--- src/sfm_pkg.sv ---
/*
  Shared constants and types of the supply fault monitor: register
  indices, field positions, reset values, threshold figures and the
  packed carriers for comparator inputs and the classic Wishbone port.
  Assumes a 32-bit classic Wishbone master and a 100 MHz system clock.
*/
// What this block does
// Overall mirror-array fault bit set while any array good or overvoltage fault
// Regulator good fault set when reset, offset or bias rail leaves regulation
// Each array buck good fault set below 72 percent of its setpoint
// Each array or auxiliary LDO good fault set below 80/60 percent
// Internal regulator-support LDO good fault reported as its own bit
// Each array buck overvoltage fault set above 120 percent of setpoint
// Auxiliary LDO overvoltage ignored by overall fault in general-purpose mode
// General-purpose buck switched on or off by its enable bit
// General-purpose buck setpoint is an 8-bit code covering 1 V to 5 V
// Per-converter bit selects skip mode instead of 600 kHz switching
// Only the second general-purpose buck exists; other controls do nothing
// General-purpose buck good fault set below 72 percent of setpoint
// Buck-support LDO good fault reported in the array good register
// Buck-support LDO overvoltage fault set above 7.2 V
// General-purpose buck overvoltage faults set above 120 percent of setpoint
// Standby requested while any monitored fault is present, released after; auxiliary LDO overvoltage in general-purpose mode does not request it
// Every comparator output passes two flip-flops before reaching status
`default_nettype none
package sfm_pkg;

  // Register indices; byte address is four times the index
  localparam logic [7:0] SFM_IDX_SUPPLY_EN    = 8'h01;
  localparam logic [7:0] SFM_IDX_OVERALL      = 8'h0c;
  localparam logic [7:0] SFM_IDX_BUCK_SETPT   = 8'h14;
  localparam logic [7:0] SFM_IDX_BUCK_SKIP    = 8'h16;
  localparam logic [7:0] SFM_IDX_BUCK_PG      = 8'h27;
  localparam logic [7:0] SFM_IDX_BUCK_OV      = 8'h28;
  localparam logic [7:0] SFM_IDX_ARRAY_PG     = 8'h29;
  localparam logic [7:0] SFM_IDX_ARRAY_OV     = 8'h2a;
  localparam logic [7:0] SFM_IDX_MON_CONFIG   = 8'h40;
  localparam logic [7:0] SFM_IDX_IRQ_STATUS   = 8'h41;
  localparam logic [7:0] SFM_IDX_IRQ_ENABLE   = 8'h42;
  localparam logic [7:0] SFM_IDX_IRQ_CLEAR    = 8'h43;

  // Field positions
  localparam int SFM_BIT_GP_BUCK_EN    = 0;  // supply_enable_control
  localparam int SFM_BIT_MIRROR_FAULT  = 0;  // overall_fault_status
  localparam int SFM_BIT_GP_BUCK       = 1;  // skip, pg and ov of buck 2
  localparam int SFM_BIT_BUCK_LDO_OV   = 3;  // buck_overvoltage_status
  localparam int SFM_BIT_AUX_GP_MODE   = 0;  // monitor config

  // Reset values
  localparam logic [7:0] SFM_RST_SUPPLY_EN  = 8'h00;
  localparam logic [7:0] SFM_RST_SETPT      = 8'h00;
  localparam logic [7:0] SFM_RST_SKIP       = 8'h00;
  localparam logic [7:0] SFM_RST_CONFIG     = 8'h00;
  localparam logic [3:0] SFM_RST_IRQ        = 4'h0;

  // Analog figures, percent of target, mV or kHz (thresholds set in the comparators)
  localparam int SFM_PCT_RESET_RAIL   = 90;
  localparam int SFM_PCT_RAIL_RISE    = 86;
  localparam int SFM_PCT_RAIL_FALL    = 66;
  localparam int SFM_PCT_BUCK_PG      = 72;
  localparam int SFM_PCT_LDO_RISE     = 80;
  localparam int SFM_PCT_LDO_FALL     = 60;
  localparam int SFM_PCT_BUCK_OV      = 120;
  localparam int SFM_MV_BUCK_LDO_OV   = 7200;
  localparam int SFM_MV_SETPT_MIN     = 1000;
  localparam int SFM_MV_SETPT_MAX     = 5000;
  localparam int SFM_KHZ_NORMAL_SW    = 600;

  // Interrupt event bits
  localparam int SFM_EV_MIRROR  = 0;
  localparam int SFM_EV_GP_PG   = 1;
  localparam int SFM_EV_GP_OV   = 2;
  localparam int SFM_EV_STANDBY = 3;

  // Raw comparator outputs, high while the condition holds
  typedef struct packed {
    logic reset_rail_low;
    logic offset_rail_low;
    logic bias_rail_low;
    logic array_buck_a_low;
    logic array_buck_b_low;
    logic array_buck_a_high;
    logic array_buck_b_high;
    logic aux_ldo_a_low;
    logic aux_ldo_b_low;
    logic aux_ldo_a_high;
    logic aux_ldo_b_high;
    logic hv_support_ldo_low;
    logic gp_buck_low;
    logic gp_buck_high;
    logic buck_support_ldo_low;
    logic buck_support_ldo_high;
  } sfm_comp_type;

  typedef struct packed {
    logic        cyc;
    logic        stb;
    logic        we;
    logic [3:0]  sel;
    logic [9:0]  adr;
    logic [31:0] dat;
  } sfm_wb_req_type;

  typedef struct packed {
    logic        ack;
    logic [31:0] dat;
  } sfm_wb_rsp_type;

  typedef struct packed {
    logic       enable;
    logic       skip;
    logic [7:0] setpoint;
  } sfm_buck_ctl_type;

endpackage
`default_nettype wire

--- src/sfm_supply_fault_monitor.sv ---
/*
  Supply fault monitor: synchronises the rail comparators, keeps the
  fault status registers, the overall array fault, the standby request,
  the general-purpose buck controls and a masked interrupt, all but the
  standby request reached over a classic Wishbone slave. Comparator inputs are asynchronous;
  the bus is synchronous to clk_sys.
*/
// The Wishbone register port was left to the implementer.
`timescale 1ns/1ps
`default_nettype none
module sfm_supply_fault_monitor
(
  // Clock and reset
  input  wire logic                    clk_sys,
  input  wire logic                    reset,
  // Register bus
  input  wire sfm_pkg::sfm_wb_req_type wb_req,
  output var  sfm_pkg::sfm_wb_rsp_type wb_rsp_q,
  // Analog comparators
  input  wire sfm_pkg::sfm_comp_type   comp_raw,
  // Converter and mode control
  output var  sfm_pkg::sfm_buck_ctl_type gp_buck_ctl_q,
  output logic                         standby_req_q,
  output logic                         irq_q
);
  import sfm_pkg::*;

  // Synchroniser and status flops
  sfm_comp_type comp_meta_q;
  sfm_comp_type comp_sync_q;
  logic [7:0]   array_pg_q;
  logic [7:0]   array_ov_q;
  logic [7:0]   buck_pg_q;
  logic [7:0]   buck_ov_q;
  logic         mirror_fault_q;
  // Software registers
  logic [7:0]   supply_en_q;
  logic [7:0]   setpt_q;
  logic [7:0]   skip_q;
  logic [7:0]   config_q;
  logic [3:0]   irq_stat_q;
  logic [3:0]   irq_en_q;

  // Two flip-flops per comparator; only the second stage is used
  always_ff @(posedge clk_sys)
  begin
    if (reset)
    begin
      comp_meta_q <= '0;
      comp_sync_q <= '0;
    end
    else
    begin
      comp_meta_q <= comp_raw;
      comp_sync_q <= comp_meta_q;
    end
  end

  // Fault levels decoded from synchronised comparators
  wire hv_pg_fault   = comp_sync_q.reset_rail_low |
                       comp_sync_q.offset_rail_low |
                       comp_sync_q.bias_rail_low;
  wire buck_a_pg     = comp_sync_q.array_buck_a_low;
  wire buck_b_pg     = comp_sync_q.array_buck_b_low;
  wire ldo_a_pg      = comp_sync_q.aux_ldo_a_low;
  wire ldo_b_pg      = comp_sync_q.aux_ldo_b_low;
  wire hvs_ldo_pg    = comp_sync_q.hv_support_ldo_low;
  wire bs_ldo_pg     = comp_sync_q.buck_support_ldo_low;
  wire buck_a_ov     = comp_sync_q.array_buck_a_high;
  wire buck_b_ov     = comp_sync_q.array_buck_b_high;
  wire bs_ldo_ov     = comp_sync_q.buck_support_ldo_high;
  // A switched-off buck sits below 72 percent by nature; not a fault
  wire gp_pg_fault   = comp_sync_q.gp_buck_low &
                       supply_en_q[SFM_BIT_GP_BUCK_EN];
  wire gp_ov_fault   = comp_sync_q.gp_buck_high;
  wire aux_gp_mode   = config_q[SFM_BIT_AUX_GP_MODE];

  // Register images; buck 1 and 3 positions stay zero
  wire [7:0] array_pg_d = {1'b0, bs_ldo_pg, hvs_ldo_pg, ldo_b_pg, ldo_a_pg,
                           buck_b_pg, buck_a_pg, hv_pg_fault};
  wire [7:0] array_ov_d = {4'h0, comp_sync_q.aux_ldo_b_high,
                           comp_sync_q.aux_ldo_a_high, buck_b_ov, buck_a_ov};
  wire [7:0] buck_pg_d  = 8'(gp_pg_fault) << SFM_BIT_GP_BUCK;
  wire [7:0] buck_ov_d  = (8'(bs_ldo_ov) << SFM_BIT_BUCK_LDO_OV) |
                          (8'(gp_ov_fault) << SFM_BIT_GP_BUCK);

  // Auxiliary LDO overvoltage dropped in general-purpose mode
  wire [7:0] array_ov_masked = aux_gp_mode ? (array_ov_d & 8'h03)
                                           : array_ov_d;
  wire mirror_fault_d = (|array_pg_d) | (|array_ov_masked);
  wire any_fault_d    = mirror_fault_d | (|buck_pg_d) | (|buck_ov_d);

  // Status follows the faults: set on entry, clears when resolved
  always_ff @(posedge clk_sys)
  begin
    if (reset)
    begin
      array_pg_q     <= '0;
      array_ov_q     <= '0;
      buck_pg_q      <= '0;
      buck_ov_q      <= '0;
      mirror_fault_q <= 1'b0;
      standby_req_q  <= 1'b0;
    end
    else
    begin
      array_pg_q     <= array_pg_d;
      array_ov_q     <= array_ov_d;
      buck_pg_q      <= buck_pg_d;
      buck_ov_q      <= buck_ov_d;
      mirror_fault_q <= mirror_fault_d;
      standby_req_q  <= any_fault_d;
    end
  end

  // Bus decode; a request is served once, in the cycle after it appears
  wire       bus_req  = wb_req.cyc & wb_req.stb & ~wb_rsp_q.ack;
  wire       bus_wr   = bus_req & wb_req.we & wb_req.sel[0];
  wire [7:0] bus_idx  = wb_req.adr[9:2];
  wire [7:0] wr_byte  = wb_req.dat[7:0];
  wire wr_en    = bus_wr & (bus_idx == SFM_IDX_SUPPLY_EN);
  wire wr_setpt = bus_wr & (bus_idx == SFM_IDX_BUCK_SETPT);
  wire wr_skip  = bus_wr & (bus_idx == SFM_IDX_BUCK_SKIP);
  wire wr_cfg   = bus_wr & (bus_idx == SFM_IDX_MON_CONFIG);
  wire wr_ien   = bus_wr & (bus_idx == SFM_IDX_IRQ_ENABLE);
  wire wr_iclr  = bus_wr & (bus_idx == SFM_IDX_IRQ_CLEAR);

  // Read mux; unmapped and write-only indices read as zero
  function automatic logic [7:0] rd_sel(input logic [7:0] idx,
                                        input logic [7:0] en,
                                        input logic [7:0] ovr,
                                        input logic [7:0] spt,
                                        input logic [7:0] skp,
                                        input logic [7:0] bpg,
                                        input logic [7:0] bov,
                                        input logic [7:0] apg,
                                        input logic [7:0] aov,
                                        input logic [7:0] cfg,
                                        input logic [7:0] ist,
                                        input logic [7:0] ien);
    case (idx)
      SFM_IDX_SUPPLY_EN:  rd_sel = en;
      SFM_IDX_OVERALL:    rd_sel = ovr;
      SFM_IDX_BUCK_SETPT: rd_sel = spt;
      SFM_IDX_BUCK_SKIP:  rd_sel = skp;
      SFM_IDX_BUCK_PG:    rd_sel = bpg;
      SFM_IDX_BUCK_OV:    rd_sel = bov;
      SFM_IDX_ARRAY_PG:   rd_sel = apg;
      SFM_IDX_ARRAY_OV:   rd_sel = aov;
      SFM_IDX_MON_CONFIG: rd_sel = cfg;
      SFM_IDX_IRQ_STATUS: rd_sel = ist;
      SFM_IDX_IRQ_ENABLE: rd_sel = ien;
      default:            rd_sel = 8'h00;
    endcase
  endfunction

  wire [7:0] rd_byte = rd_sel(bus_idx, supply_en_q,
                              8'(mirror_fault_q) << SFM_BIT_MIRROR_FAULT,
                              setpt_q, skip_q, buck_pg_q, buck_ov_q,
                              array_pg_q, array_ov_q, config_q,
                              {4'h0, irq_stat_q}, {4'h0, irq_en_q});

  // Answer every request, mapped or not, one cycle after it is taken
  always_ff @(posedge clk_sys)
  begin
    if (reset)
      wb_rsp_q <= '0;
    else
    begin
      wb_rsp_q.ack <= bus_req;
      wb_rsp_q.dat <= bus_req ? {24'h0, rd_byte} : 32'h0;
    end
  end

  // Writable registers; all bits stored except irq_en_q bits 7:4, only buck 2 fields act
  always_ff @(posedge clk_sys)
  begin
    if (reset)
    begin
      supply_en_q <= SFM_RST_SUPPLY_EN;
      setpt_q     <= SFM_RST_SETPT;
      skip_q      <= SFM_RST_SKIP;
      config_q    <= SFM_RST_CONFIG;
      irq_en_q    <= SFM_RST_IRQ;
    end
    else
    begin
      if (wr_en)
        supply_en_q <= wr_byte;
      if (wr_setpt)
        setpt_q <= wr_byte;
      if (wr_skip)
        skip_q <= wr_byte;
      if (wr_cfg)
        config_q <= wr_byte;
      if (wr_ien)
        irq_en_q <= wr_byte[3:0];
    end
  end

  // Converter control pins; only buck 2 has hardware behind it
  always_ff @(posedge clk_sys)
  begin
    if (reset)
      gp_buck_ctl_q <= '0;
    else
    begin
      gp_buck_ctl_q.enable   <= supply_en_q[SFM_BIT_GP_BUCK_EN];
      gp_buck_ctl_q.skip     <= skip_q[SFM_BIT_GP_BUCK];
      gp_buck_ctl_q.setpoint <= setpt_q;
    end
  end

  // Rising-edge events; set beats a clear in the same cycle
  wire [3:0] ev_now;
  assign ev_now[SFM_EV_MIRROR]  = mirror_fault_d & ~mirror_fault_q;
  assign ev_now[SFM_EV_GP_PG]   = gp_pg_fault & ~buck_pg_q[SFM_BIT_GP_BUCK];
  assign ev_now[SFM_EV_GP_OV]   = gp_ov_fault & ~buck_ov_q[SFM_BIT_GP_BUCK];
  assign ev_now[SFM_EV_STANDBY] = any_fault_d & ~standby_req_q;
  wire [3:0] irq_clr = wr_iclr ? wr_byte[3:0] : 4'h0;
  wire [3:0] irq_stat_d = (irq_stat_q & ~irq_clr) | ev_now;

  always_ff @(posedge clk_sys)
  begin
    if (reset)
    begin
      irq_stat_q <= SFM_RST_IRQ;
      irq_q      <= 1'b0;
    end
    else
    begin
      irq_stat_q <= irq_stat_d;
      irq_q      <= |(irq_stat_d & irq_en_q);
    end
  end
endmodule // sfm_supply_fault_monitor
`default_nettype wire

--- config.mk ---
export PLATFORM = sky130hd
export DESIGN_NAME = sfm_supply_fault_monitor
export DESIGN_NICKNAME = d
export VERILOG_FILES = /design/src/sfm_pkg.sv /design/src/sfm_supply_fault_monitor.sv
export SDC_FILE = /design/constraint.sdc
export NUM_CORES = 1
export LEC_CHECK = 0
export BUFFER_PORTS_ARGS = -buffer_cell sky130_fd_sc_hd__buf_4
export CAP_MARGIN = 20
export CORE_ASPECT_RATIO = 1.4
export CORE_MARGIN = 2
export CORE_UTILIZATION = 54
export CTS_BUF_LIST = sky130_fd_sc_hd__clkbuf_8
export CTS_CLUSTER_SIZE = 40
export DETAILED_ROUTE_END_ITERATION = 16
export PLACE_DENSITY_LB_ADDON = 0.1
export SYNTH_ARGS = -nofsm -noshare
export SYNTH_HDL_FRONTEND = slang
export SYNTH_SLANG_ARGS = --single-unit
--- constraint.sdc ---
create_clock -name clk_sys -period 2.2 [get_ports clk_sys]
set_input_delay 0.11 -clock clk_sys [delete_from_list [all_inputs] [get_ports clk_sys]]
set_output_delay 0.11 -clock clk_sys [all_outputs]
set_load 0.01 [all_outputs]
# After elaboration in Yosys (flattened, before gate mapping)
# Cells that the tools add are included.
[op_classes]
n_eq_ne = 12
n_mux = 3
n_bitwise = 31
reduce_logical = 5
[op_table]
columns = ["cell", "count"]
rows = [
  ["$pmux 8 s11", 1],
  ["$eq 8x6->1 const B", 4],
  ["$eq 8x7->1 const B", 4],
  ["$eq 8x5->1 const B", 2],
  ["$reduce_or 8->1", 2],
  ["$and 1x1->1", 15],
  ["$and 4x4->4", 2],
  ["$eq 8x1->1 const B", 1],
  ["$eq 8x4->1 const B", 1],
  ["$mux 4", 2],
  ["$reduce_or 7->1", 1],
  ["$not 1->1", 6],
  ["$or 1x1->1", 5],
  ["$not 4->4", 1],
  ["$or 4x2->4", 1],
  ["$or 4x4->4", 1],
  ["$reduce_or 4->1", 1],
  ["$reduce_or 2->1", 1],
]
[word_totals]
ff_bits = 150
inputBits = 67
output_inout_bits = 45
wordCells = 105

# Depth between registers and ports, before layout
[depth]
depth_word = 11
mapped_depth = 9
ltp_nobuf = 5

# Worst setup path after synthesis
# No wires, ideal clock.
[synth_path]
path_kind = "in2reg"
startpoint = "in wb_req[38] (netlist bit)"
endpoint = "reg config_q[0]"
setup_time_ps = 128
arrival_time_ps = 1779
required_time_ps = 2072
slack_ps = 294
cell_stages = 6
n_path_buf = 1
path_cell_list = "or4b_4 > or2_1 > buf_6 > nor4_4 > mux2i_1 > nor2_1"
[synth_between]
elab_chain_len = 2
[synth_lines]
columns = ["item", "line_no", "text"]
rows = [
  ["from (decl)", "sfm_supply_fault_monitor.sv:17", "input wire sfm_pkg::sfm_wb_req_type wb_req,"],
  ["$eq 8x7->1", "sfm_supply_fault_monitor.sv:124", "wire wr_cfg = bus_wr & (bus_idx == SFM_IDX_MON_CONFIG);"],
  ["$and 1x1->1", "sfm_supply_fault_monitor.sv:124", ""],
  ["to (signal assigned)", "sfm_supply_fault_monitor.sv:195", "config_q <= wr_byte;"],
  ["to (decl)", "sfm_supply_fault_monitor.sv:40", "logic [7:0] config_q;"],
]
# No other way between the ends.
# A chain may end at the register's enable or synchronous reset.

# Final worst setup path
[layout_path]
startpoint = "reg wb_rsp_q[32] (netlist bit)"
endpoint = "reg config_q[6]"
[layout_between]
elab_chain_len = 5
[layout_lines]
columns = ["item", "line_no", "text"]
rows = [
  ["from (decl)", "sfm_supply_fault_monitor.sv:18", "output var sfm_pkg::sfm_wb_rsp_type wb_rsp_q,"],
  ["$not 1->1", "sfm_supply_fault_monitor.sv:117", "wire bus_req = wb_req.cyc & wb_req.stb & ~wb_rsp_q.ack;"],
  ["$and 1x1->1", "sfm_supply_fault_monitor.sv:117", ""],
  ["$and 1x1->1 (2 in a row)", "sfm_supply_fault_monitor.sv:118", "wire bus_wr = bus_req & wb_req.we & wb_req.sel[0];"],
  ["$and 1x1->1", "sfm_supply_fault_monitor.sv:124", ""],
]
# No other way between the ends.

==> results.py <==
metrics = {
    "routing": {
        "drc_errors": 0,
        "drt_iter0_drc": 146,
        "dr.pass1.iters": 4,
        "drt_wl_total_mm": 8.66,
        "routedWlPerCell_um": 14.4,
        "via_count": 3150,
        "viasPerCell": 5.23,
        "ant_nets": 0,
    },
    "sta": {
        "fin_tns_setup_ps": 0,
        "whs_ps": 14.5,
        "period_minus_slack_ps": 1770,
        "worst_slack_ps": 430,
        "final_hold_viol_count": 0,
        "worst_pin_slew_ps": 765,
        "setup_viol_count_final": 0,
        "fmax_ghz": 0.565,
        "finalClockSkew_ps": 9.32,
        "slew_headroom": 0.490,
        "drv_slew": 0,
        "fin_crit_sh": 0.804,
        "rsz0062_at_grt": "false",
    },
    "worst_setup_path": {
        "path_cells": "nand3b_1 -> or2_2 -> nor4_4 -> buf_12 -> mux2i_1 -> nor2_1",
        "max_stage_delay_ps": 390,
        "worst-r2r-cell-count": 6,
        "setup.worst_path.start_class": "register",
        "path_max_fanout": 7,
        "crit_slowest_cell": "or2_2",
        "endpoint_kind": "register",
        "critPathRequiredTime_ps": 2430,
        "r2r_end": "config_q[6]$_SDFFE_PP0P_",
        "r2r_slack_ps": 430,
        "cp.arrival_ps": 2000,
        "worstSetupPathType": "register to register",
        "timing.rr.start": "wb_rsp_q[32]$_SDFF_PP0_",
    },
    "placed_design": {
        "place_congestion": 0.927,
        "pre_cts_ws_ps": 171,
        "dpl.hpwl_mm": 6.10,
        "portBuffers": 58,
        "place_area_um2": 4560,
    },
    "logic_synthesis": {
        "yosys_warnings": 0,
        "yosysUniqueCellTypes": 45,
        "ys_seq_area_frac": 0.533,
        "synth_area_leaders": "dfxtp_1 53%, nor2b_1 8.8%, mux2i_1 5.7%",
        "synth.avg_cell_area_um2": 9.64,
        "syn_inst": 421,
        "synth_flop_cell": "dfxtp_1",
        "synth.largest_area_cell": "dfxtp_1",
        "syn_area_um2": 4060,
        "synth_top_cell_area_share": 0.533,
        "ys_ff_latch": 108,
        "ys_async_sr_fraction": 0,
        "synth-edff-count": 0,
    },
    "finish": {
        "final_util": 0.676,
        "antennaDiodeCount": 0,
        "fin_area_um2": 4940,
        "nets": 567,
        "syn_to_final_growth_pct": 21.8,
        "drive_above_1_share": 0.194,
        "final_common_cell": "dfxtp_1",
        "layout_common_cells": "108 x dfxtp_1, 73 x buf_4, 57 x nor2b_1, 39 x nor2_1, 33 x nand2_1",
    },
    "clock_tree": {
        "clk_latency_ps": 370,
        "cts_tree": "done",
        "cts_max_level": 3,
        "clk_root_buffer_cell": "clkbuf_8",
        "cts.clk_slew.worst_paths_ps": 100,
        "cts.sinks": 108,
        "cts-buffers-inserted": 9,
        "cts_buffer_depth": 2,
        "cts_setup_buffers": 0,
    },
    "pwr": {
        "swShare": 0.235,
        "power.share.clock": 0.359,
        "internal_power_mw": 2.69,
        "p_leak_nw": 1.90,
        "power_density_nw_per_um2": 711,
        "pwr-share-seq": 0.573,
        "ir_worst_vdd_mv": 0.641,
        "p_comb_frac": 0.069,
        "p_sw_mw": 0.826,
    },
    "floorplan": {
        "start_util": 0.555,
        "io_pins": 112,
        "core-area_um2": 7310,
        "row_count": 37,
        "die-width_um": 77.3,
        "die_y_um": 107,
        "dieArea_um2": 8230,
    },
    "hold_path": {
        "min-delay-path-class": "input port to register",
        "whs_endpoint": "supply_en_q[7]$_SDFFE_PP0P_",
        "hold_start": "wb_req[7]",
        "whs_path_depth": 3,
    },
    "flow_run": {
        "maxCapViolCount": 0,
    },
    "global_routing": {
        "antenna_found_initial": 0,
        "grt_pass1_vias": 2947,
        "grt_usage": 0.220,
        "grt_pass1_wl_mm": 14.0,
        "grt_max_degree": 82,
        "grt_overflow": 0,
    },
    "status": {
        "status": "complete, no violations",
    },
}
-- through the flow --
stage,power [mW],cells
3_5_place_dp,2.28,570
4_1_cts,3.54,602
3_3_place_gp,2.27,570
5_1_grt,3.66,602
2_1_floorplan,2.21,444
6_report,3.52,602
-- final cells by class --
cell class / count / area (um2)
flip-flops and latches: 108 / 2160
multi-input cells: 288 / 1700
clock buffers: 10 / 138
repair buffers: 90 / 728
clock inverters: 6 / 80.1
fillers: 627 / 2370
well taps: 97 / 121
inverters: 3 / 11.3
-- power by group through the flow --
stage               Clock (mW)  Combinational [mW]  Sequential (mW)
global route              1.37               0.266             2.02
detailed placement           0               0.219             2.06
finish                    1.26               0.242             2.01
floorplan                    0               0.153             2.05
CTS                       1.29               0.241             2.01
global placement             0               0.215             2.06
-- synthesized netlist by cell type, drive strengths merged (4+ instances only) --
cell type and count:
nand2 33, mux2i 23, clkbuf 15, nor3 5, a22oi 7, nand3 20, nand2b 4, o21ai 7
nor2b 57, a31oi 6, nor4 7, nor2 39, a21oi 20, dfxtp 108, or2 4, a22o 4
buf 30
-- how the worst max path moves through the flow --
| stage | cells past startpoint | start | endpoint |
|---|---|---|---|
| finish | 6 | wb_rsp_q[32]$_SDFF_PP0_ | config_q[6]$_SDFFE_PP0P_ |
| global route | 6 | wb_rsp_q[32]$_SDFF_PP0_ | irq_q$_SDFF_PP0_ |
| CTS | 6 | wb_rsp_q[32]$_SDFF_PP0_ | config_q[6]$_SDFFE_PP0P_ |
| detailed placement | 6 | wb_req[38] | wb_rsp_q[3]$_SDFF_PP0_ |
| global placement | 6 | wb_req[38] | wb_rsp_q[3]$_SDFF_PP0_ |
| floorplan | 6 | wb_req[38] | config_q[0]$_SDFFE_PP0P_ |
-- state kept, by name, indices dropped and copies added (netlist names), 2 cells and up --
name           cells
buck_ov_q          2
setpt_q            8
wb_rsp_q           9
skip_q             8
gp_buck_ctl_q     10
irq_stat_q         4
comp_sync_q        4
irq_en_q           4
config_q           8
comp_meta_q       16
array_ov_q         4
supply_en_q        8
array_ov_d         2
array_pg_q         7
-- worst max-delay path: cells and delay by family, from the launching register on --
kind	cells	cell delay [ps]
simple gates	4	950
mux	1	190
flops	1	320
buf+inv	1	180
-- logic make-up (layout without fill, tap and decap cells) --
group,Yosys count,count (layout),synth area share
buffers and inverters,48,109,0.0691
and+or+nand+nor,177,177,0.233
muxes,23,23,0.0567
other,1,24,0.000924
AOI/OAI and AO/OA,64,64,0.107
DFF,108,108,0.533
-- repair_timing --
item / 4_1_cts / 5_1_grt
hold buffers: 16 / 0
hold endpoints to repair: 16 / 0
resized for setup: 0 / 0
-- per-layer routing --
metal  routed length (um)  up-vias  track usage
li1                     -     1553            -
met1                 3420     1496        0.243
met2                 4590       81        0.396
met3                  323       20       0.0357
met4                  321        0        0.128
met5                    0        -            0
No activity file was read; power rests on OpenSTA's default activity.
